===== src/hdl/ctc_pkg.sv =====
/*
  Constants, register map and state layout of the capture trigger
  conditioner. Assumes an 8-bit register port whose addresses are the
  printed byte offsets, and a single 25 MHz system clock.
*/
package ctc_pkg;

  // Register byte offsets
  localparam logic [7:0] ADDR_ENABLE   = 8'h46;
  localparam logic [7:0] ADDR_CTL_DIV  = 8'h47;
  localparam logic [7:0] ADDR_STATUS   = 8'h48;
  localparam logic [7:0] ADDR_EDGE     = 8'h49;
  localparam logic [7:0] ADDR_CAPCTRL  = 8'h52;
  localparam logic [7:0] ADDR_SEARCH   = 8'h55;
  localparam logic [7:0] ADDR_SYNC     = 8'h57;
  localparam logic [7:0] ADDR_CAPRATIO = 8'h68;

  // Value after reset of every register
  localparam logic [7:0] REG_RESET = 8'h00;

  // Field positions in the edge and polarity register
  localparam int EDGE_DIV_CLEAR  = 7;
  localparam int EDGE_CTL_POL    = 6;
  localparam int EDGE_CAP_POL    = 5;
  localparam int EDGE_DPULSE_SEL = 4;
  localparam int EDGE_DTACH_SEL  = 3;
  localparam int EDGE_CAP_HALVE  = 2;
  localparam int EDGE_CAP_SEL    = 1;
  localparam int EDGE_CTL_SEL    = 0;

  // Other field positions
  localparam int STATUS_CAP_ERR  = 3;
  localparam int CAPCTRL_ERR_CLR = 1;
  localparam int SEARCH_CTL_BYP  = 5;
  localparam int SEARCH_CAP_BYP  = 4;
  localparam int SYNC_DP_FLAG    = 5;
  localparam int CAPRATIO_EXT    = 7;

  // Enable bit positions of the two single-source capture units
  localparam int EN_DRUM_TACH = 6;
  localparam int EN_CAPSTAN   = 7;

  // Mask interval in time-base tap periods
  localparam logic [3:0] MASK_PERIODS = 4'h8;

  // Complete register state of the block
  typedef struct packed {
    logic [7:0] en;
    logic [1:0] ctl_div_hi;
    logic [5:0] ctl_ratio;
    logic [2:0] status_hi;
    logic       cap_err;
    logic [2:0] drum_ratio;
    logic [6:0] edge_sel;
    logic [7:0] search;
    logic [7:0] sync_misc;
    logic       dp_flag;
    logic       ext_both;
    logic [5:0] cap_ratio;
    logic       ctl_q;
    logic       ext_q;
    logic       dp_q;
    logic       dt_q;
    logic       cap_pol_q;
    logic       cap_half;
    logic       cap_q;
    logic       tap_q;
    logic [5:0] ctl_cnt;
    logic [2:0] drum_cnt;
    logic [5:0] cap_cnt;
    logic [3:0] mask_cnt;
    logic [5:0] fifo_trig;
    logic       drum_trig;
    logic       cap_trig;
    logic [7:0] rdata;
  } ctc_state_t;

endpackage


===== src/hdl/ctc_trigger_conditioner.sv =====
/*
  Trigger conditioner for the fifo, drum and capstan capture units:
  polarity, edge selection, rate division, capstan masking and gating.
  Assumes all inputs are synchronous to sys_clk and that the register
  master issues one-cycle strobes, reading data in the next cycle.
*/
// Added by the designer: the address-and-strobe port.
`timescale 1ns/1ps

module ctc_trigger_conditioner #(
  parameter logic [3:0] MASK_COUNT = ctc_pkg::MASK_PERIODS
) (
  input  wire logic       sys_clk,
  input  wire logic       reset,
  input  wire logic [7:0] bus_addr,
  input  wire logic [7:0] bus_wdata,
  input  wire logic       bus_wr,
  input  wire logic       bus_rd,
  output logic      [7:0] bus_rdata,
  input  wire logic       remote_rise_event,
  input  wire logic       remote_fall_event,
  input  wire logic       vertical_sync_event,
  input  wire logic       control_track_input,
  input  wire logic       external_trigger_pin,
  input  wire logic       drum_pulse_input,
  input  wire logic       drum_tach_input,
  input  wire logic       capstan_tach_input,
  input  wire logic       timebase_tap_eight,
  output logic      [5:0] fifo_trigger,
  output logic            drum_trigger,
  output logic            capstan_trigger
);

  // A zero interval would make masking meaningless
  if (MASK_COUNT == 4'h0) begin : g_bad_mask
    $error("MASK_COUNT must be at least one");
  end

  ctc_pkg::ctc_state_t q;
  ctc_pkg::ctc_state_t next_q;

  logic       ctl_pol;
  logic       ctl_edge;
  logic       ctl_div;
  logic       ctl_event;
  logic       ext_edge;
  logic       dp_edge;
  logic       dt_edge;
  logic       drum_div;
  logic       cap_pol;
  logic       cap_sig;
  logic       cap_edge;
  logic       cap_div;
  logic       tap_rise;
  logic       mask_active;
  logic       cap_masked;
  logic       cap_event;
  logic       wr_edge;
  logic       err_clr;
  logic       dp_clr;

  // Edge detection and division
  always_comb begin
    next_q = q;
    // Control track path
    ctl_pol  = control_track_input ^ q.edge_sel[ctc_pkg::EDGE_CTL_POL];
    ctl_edge = (ctl_pol & ~q.ctl_q)
             | (q.edge_sel[ctc_pkg::EDGE_CTL_SEL] & ~ctl_pol & q.ctl_q);
    next_q.ctl_q = ctl_pol;
    ctl_div = ctl_edge && (q.ctl_cnt == q.ctl_ratio);
    if (ctl_edge) begin
      next_q.ctl_cnt = ctl_div ? 6'h00 : q.ctl_cnt + 6'h01;
    end
    ctl_event = q.search[ctc_pkg::SEARCH_CTL_BYP] ? ctl_edge : ctl_div;

    // External pin and drum pulse
    ext_edge = (external_trigger_pin & ~q.ext_q)
             | (q.ext_both & ~external_trigger_pin & q.ext_q);
    next_q.ext_q = external_trigger_pin;
    dp_edge = (drum_pulse_input & ~q.dp_q)
            | (q.edge_sel[ctc_pkg::EDGE_DPULSE_SEL] & ~drum_pulse_input & q.dp_q);
    next_q.dp_q = drum_pulse_input;

    // Drum tach: one edge polarity only
    dt_edge = q.edge_sel[ctc_pkg::EDGE_DTACH_SEL] ? (~drum_tach_input & q.dt_q)
                                                   : (drum_tach_input & ~q.dt_q);
    next_q.dt_q = drum_tach_input;
    drum_div = dt_edge && (q.drum_cnt == q.drum_ratio);
    if (dt_edge) begin
      next_q.drum_cnt = drum_div ? 3'h0 : q.drum_cnt + 3'h1;
    end

    // Capstan tach: polarity, optional halving, edge select
    cap_pol = capstan_tach_input ^ q.edge_sel[ctc_pkg::EDGE_CAP_POL];
    next_q.cap_pol_q = cap_pol;
    if (cap_pol && !q.cap_pol_q) begin
      next_q.cap_half = ~q.cap_half;
    end
    cap_sig  = q.edge_sel[ctc_pkg::EDGE_CAP_HALVE] ? q.cap_half : cap_pol;
    cap_edge = (cap_sig & ~q.cap_q)
             | (~q.edge_sel[ctc_pkg::EDGE_CAP_SEL] & ~cap_sig & q.cap_q);
    next_q.cap_q = cap_sig;
    cap_div = cap_edge && (q.cap_cnt == q.cap_ratio);
    if (cap_edge) begin
      next_q.cap_cnt = cap_div ? 6'h00 : q.cap_cnt + 6'h01;
    end

    // Mask interval counted on rising edges of the time-base tap
    tap_rise    = timebase_tap_eight & ~q.tap_q;
    next_q.tap_q = timebase_tap_eight;
    mask_active = (q.mask_cnt != 4'h0);
    cap_masked  = 1'b0;
    cap_event   = 1'b0;
    if (q.search[ctc_pkg::SEARCH_CAP_BYP]) begin
      // Bypass drops any interval in progress
      cap_event       = cap_div;
      next_q.mask_cnt = 4'h0;
    end else if (cap_div && mask_active) begin
      cap_masked = 1'b1;
      if (tap_rise) begin
        next_q.mask_cnt = q.mask_cnt - 4'h1;
      end
    end else if (cap_div) begin
      cap_event       = 1'b1;
      next_q.mask_cnt = MASK_COUNT;
    end else if (tap_rise && mask_active) begin
      next_q.mask_cnt = q.mask_cnt - 4'h1;
    end

    // Gated trigger lines, one per source
    next_q.fifo_trig = {dp_edge, ext_edge, ctl_event, vertical_sync_event,
                        remote_fall_event, remote_rise_event} & q.en[5:0];
    next_q.drum_trig = drum_div & q.en[ctc_pkg::EN_DRUM_TACH];
    next_q.cap_trig  = cap_event & q.en[ctc_pkg::EN_CAPSTAN];

    // Register writes
    wr_edge = bus_wr && (bus_addr == ctc_pkg::ADDR_EDGE);
    err_clr = bus_wr && (bus_addr == ctc_pkg::ADDR_CAPCTRL)
                     && bus_wdata[ctc_pkg::CAPCTRL_ERR_CLR];
    dp_clr  = bus_wr && (bus_addr == ctc_pkg::ADDR_SYNC)
                     && bus_wdata[ctc_pkg::SYNC_DP_FLAG];
    if (bus_wr) begin
      unique case (bus_addr)
        ctc_pkg::ADDR_ENABLE: begin
          next_q.en = bus_wdata;
        end
        ctc_pkg::ADDR_CTL_DIV: begin
          next_q.ctl_div_hi = bus_wdata[7:6];
          next_q.ctl_ratio  = bus_wdata[5:0];
        end
        ctc_pkg::ADDR_STATUS: begin
          // Bit 7 is reserved and bit 3 is the read-only error flag
          next_q.status_hi  = bus_wdata[6:4];
          next_q.drum_ratio = bus_wdata[2:0];
        end
        ctc_pkg::ADDR_EDGE: begin
          next_q.edge_sel = bus_wdata[6:0];
        end
        ctc_pkg::ADDR_SEARCH: begin
          next_q.search = bus_wdata;
        end
        ctc_pkg::ADDR_SYNC: begin
          // Flag bit is write-one-to-clear; bits 7 and 1 stay zero
          next_q.sync_misc = bus_wdata & 8'h5d;
        end
        ctc_pkg::ADDR_CAPRATIO: begin
          next_q.ext_both  = bus_wdata[ctc_pkg::CAPRATIO_EXT];
          next_q.cap_ratio = bus_wdata[5:0];
        end
        default: begin
        end
      endcase
    end

    // One-shot divider clear wins over the edge that lands with it
    if (wr_edge && bus_wdata[ctc_pkg::EDGE_DIV_CLEAR]) begin
      next_q.drum_cnt   = 3'h0;
      next_q.drum_ratio = 3'h0;
    end

    // Sticky flags: a new event beats a clear in the same cycle
    next_q.dp_flag = dp_edge | (q.dp_flag & ~dp_clr);
    next_q.cap_err = cap_masked | (q.cap_err & ~err_clr);

    // Read data stand for exactly one cycle after the strobe
    next_q.rdata = 8'h00;
    if (bus_rd) begin
      unique case (bus_addr)
        ctc_pkg::ADDR_ENABLE:   next_q.rdata = q.en;
        ctc_pkg::ADDR_CTL_DIV:  next_q.rdata = {q.ctl_div_hi, q.ctl_ratio};
        ctc_pkg::ADDR_STATUS:   next_q.rdata = {1'b0, q.status_hi, q.cap_err, q.drum_ratio};
        ctc_pkg::ADDR_EDGE:     next_q.rdata = {1'b0, q.edge_sel};
        ctc_pkg::ADDR_SEARCH:   next_q.rdata = q.search;
        ctc_pkg::ADDR_SYNC:     next_q.rdata = q.sync_misc | {2'b00, q.dp_flag, 5'b00000};
        ctc_pkg::ADDR_CAPRATIO: next_q.rdata = {q.ext_both, 1'b0, q.cap_ratio};
        default:                next_q.rdata = 8'h00;
      endcase
    end
  end

  // State register
  always_ff @(posedge sys_clk) begin
    if (reset) begin
      q <= '0;
    end else begin
      q <= next_q;
    end
  end

  // Outputs straight from the state register
  assign bus_rdata       = q.rdata;
  assign fifo_trigger    = q.fifo_trig;
  assign drum_trigger    = q.drum_trig;
  assign capstan_trigger = q.cap_trig;
endmodule


===== config.mk =====
export PLATFORM = sky130hd
export DESIGN_NAME = ctc_trigger_conditioner
export DESIGN_NICKNAME = d
export VERILOG_FILES = /design/src/hdl/ctc_pkg.sv /design/src/hdl/ctc_trigger_conditioner.sv
export SDC_FILE = /design/constraint.sdc
export NUM_CORES = 1
export LEC_CHECK = 0
export BUFFER_PORTS_ARGS = -buffer_cell sky130_fd_sc_hd__buf_2
export CAP_MARGIN = 20
export CORE_MARGIN = 8
export CORE_UTILIZATION = 45
export DETAILED_ROUTE_END_ITERATION = 7
export PLACE_DENSITY = 0.7
export REMOVE_ABC_BUFFERS = 1
export SETUP_SLACK_MARGIN = 0.2
export SYNTH_ARGS = -nofsm -noshare
export SYNTH_HDL_FRONTEND = slang
export SYNTH_SLANG_ARGS = --single-unit

===== constraint.sdc =====
create_clock -name sys_clk -period 5.3 [get_ports sys_clk]
set_input_delay 0.53 -clock sys_clk [delete_from_list [all_inputs] [get_ports sys_clk]]
set_output_delay 0.53 -clock sys_clk [all_outputs]
set_load 0.02 [all_outputs]

==> results.yml <==
min_path:
  hold_class: "primary input to register"
critical_path:
  cp_max_fo: 11
  worstPathArrival_ns: 2.56
  critPathLaunchType: "primary input"
  crit_type: "primary input to register"
  crit_required_ns: 5.53
  end_kind: "register"
pwr:
  comb_power_share: 0.103
  p_sw_w: 0.0003592
  pwr_density_cell_nw_per_um2: 306.7
  vdd_ir_drop_max_mv: 0.1437
  p_sw_frac: 0.2458
  seq_power_share: 0.509
  leakage_nw: 1.768
  clockPowerShare: 0.388
  internal_power_w: 0.001102
grt:
  met2_usage: 0.2705
  grt_pass1_wl_mm: 17.42
  antenna_found_initial: 0
  grtUsageMet3: 0.04272
  grt_max_degree: 72
  grt.total_usage: 0.1695
  busiest_layer: "met2"
  first_global_vias: 3397
  use_met1: 0.2132
  grt.overflow.total: 0
place:
  dp_hpwl_mm: 7.653
  portBuffers: 44
  dpl_cell_area_sq_um: 4519
  routabilityCongestion: 0.8852
outcome:
  status: "completed"
synthesis:
  ys_ff_latch: 94
  synthArstFlopShare: 0
  yosys-top-cells-count: "dfxtp_1, nand2_1, a21oi_1"
  yosysMostFrequentCell: "dfxtp_1"
  syn_area_sq_um: 4327
  syn_avg_cell_area_sq_um: 8.995
  synthCells: 481
  yosysWarnings: 0
  ys_seq_area_frac: 0.4349
  synth_ff_type: "dfxtp_1"
  ys_top_cells_by_area: "dfxtp_1, mux2i_1, a21oi_1"
  synth_edf_count: 0
  ys_types: 59
  synth_top_area_frac: 0.4349
  synth.largest_area_cell: "dfxtp_1"
finish:
  antenna_cells: 0
  drive_gt1_frac: 0.1791
  final_nets: 536
  fill_cells: 872
  area_growth_pct: 10.12
  postLayoutCellArea_sq_um: 4765
  seq_area_sq_um: 1882
  multi_input_area_sq_um: 2192
sta:
  rsz0062_at_grt: "no"
  finalCritPeriodShare: 0.4406
  tightestPinTransition_ns: 0.7551
  finalHoldViolations: 0
  setup_viol_count_final: 0
  fin_hold_ws_ns: 0.3942
  tns_ns: 0
  fin_crit_ns: 2.335
  max_freq_mhz: 428.2
  drv_slew: 0
  slew_headroom: 0.4966
  finalClockSkew_ns: 0.01166
route:
  drc: 0
  vias: 3532
  dr.first_iter.drc_count: 340
  via_per_inst: 5.545
  first_pass_iters: 4
  wl_per_cell_um: 16.78
  ant_nets: 0
  drt-total-wl_mm: 10.69
clocking:
  cts_buffers: 9
  numClockSinks: 94
  cts_resized: 0
  cts_tree: "built"
  cts-root-buf: "clkbuf_8"
  cts_max_level: 3
  holdBufCountCts: 0
  post_cts_buffers: 0
  worstSkewPairLatency_ns: 0.37
  path_clk_slew_ns: 0.10
  cts_buffer_depth: 2
floorplan:
  die_y_um: 114.1
  num_rows: 35
  dieArea_sq_um: 13010
  design.core.area_sq_um: 9284
  io_pins: 45
  die_w_um: 114.1
  start_util: 0.4660
flow_run:
  cap_violations: 0
==> metal layers <==
layer	share of wire	vias up
met2	0.46	97
met3	0.060	19
met5	0	-
met1	0.46	1684
li1	-	1732
met4	0.022	0
==> cell usage in the layout, fill, tap and decap left out, drive strengths merged, types with 2 or more instances in the layout <==
| cell | instances |
|---|---|
| or3 | 2 |
| xnor2 | 14 |
| nor2 | 39 |
| mux2 | 14 |
| nand2b | 3 |
| xor2 | 13 |
| a21oi | 44 |
| nor3 | 11 |
| o21ai | 5 |
| and3 | 6 |
| nand2 | 53 |
| a22oi | 5 |
| a221oi | 2 |
| inv | 12 |
| o2111a | 2 |
| mux2i | 23 |
| or3b | 2 |
| ha | 4 |
| nand4 | 4 |
| a211oi | 2 |
| nand3 | 35 |
| a22o | 3 |
| clkbuf | 12 |
| a21o | 3 |
| a31oi | 3 |
| a32oi | 4 |
| buf | 47 |
| dfxtp | 94 |
| nor3b | 5 |
| and2 | 2 |
| nand3b | 3 |
| nor2b | 7 |
| or4b | 3 |
| nor4 | 9 |
| bufinv | 3 |
==> path summary, 6_finish.rpt <==
check | start | end | slack, ns | cells past startpoint
setup / recovery | bus_addr[1] | q[71]$_SDFFE_PP0P_ | 2.96 | 6
setup reg to reg | q[72]$_SDFFE_PP0P_ | q[25]$_SDFFE_PP0P_ | 3.30 | 5
hold / removal | timebase_tap_eight | q[35]$_SDFF_PP0_ | 0.39 | 2
hold reg to reg | q[65]$_SDFFE_PP0P_ | q[65]$_SDFFE_PP0P_ | 0.46 | 2
==> area by class of cell <==
class                   count  share of cell area
clock buffers              11             0.02757
clock inverters             5             0.02232
inverters                  11            0.008666
multi-input cells         339              0.4601
flip-flops and latches     94              0.3950
well taps                 129             0.03388
repair buffers             48             0.05252
==> per-stage QoR <==
stage / power (W) / utilization / setup slack (ns) / instances
floorplan: 0.0008473 / - / 2.609 / 444
detailed placement: 0.0009089 / 0.4868 / 2.290 / 620
global route: 0.001516 / 0.5132 / 2.827 / 637
finish: 0.001461 / 0.5132 / 2.965 / 637
global placement: 0.0009037 / 0.4868 / 2.340 / 620
CTS: 0.001470 / 0.5124 / 2.690 / 636
==> flip-flops by register name (all words and copies together) (netlist names) <==
| name | cells |
|---|---|
| drum_trigger | 1 |
| capstan_trigger | 1 |
| q | 78 |
| fifo_trigger | 6 |
| bus_rdata | 8 |
==> worst max-delay path, cell delays in order <==
cell	delay [ns]
buf_2	0.17
or4b_1	0.66
nor4b_2	0.40
and2_1	0.49
mux2i_1	0.25
nor2_1	0.05
==> cells by family (layout without fill, tap and decap cells) <==
logic type               after synthesis  after routing  synth area share
multiplexers                          37             37           0.08965
flip-flops                            94             94            0.4349
XOR/XNOR                              27             27           0.05466
AND/OR/NAND/NOR                      188            188            0.2261
buffers and inverters                 48             75           0.05841
AO/OA/AOI/OAI                         83             83            0.1246
adder cells (fa/ha/maj)                4              4           0.01157
==> power by group through the flow <==
stage	Sequential (W)	Clock [W]	Combinational, W
floorplan	0.000756	0	0.0000917
global placement	0.000759	0	0.000145
detailed placement	0.000760	0	0.000149
CTS	0.000744	0.000576	0.000150
global route	0.000747	0.000604	0.000165
finish	0.000744	0.000567	0.000150
Note: power is estimated with default switching activity, not from simulation.
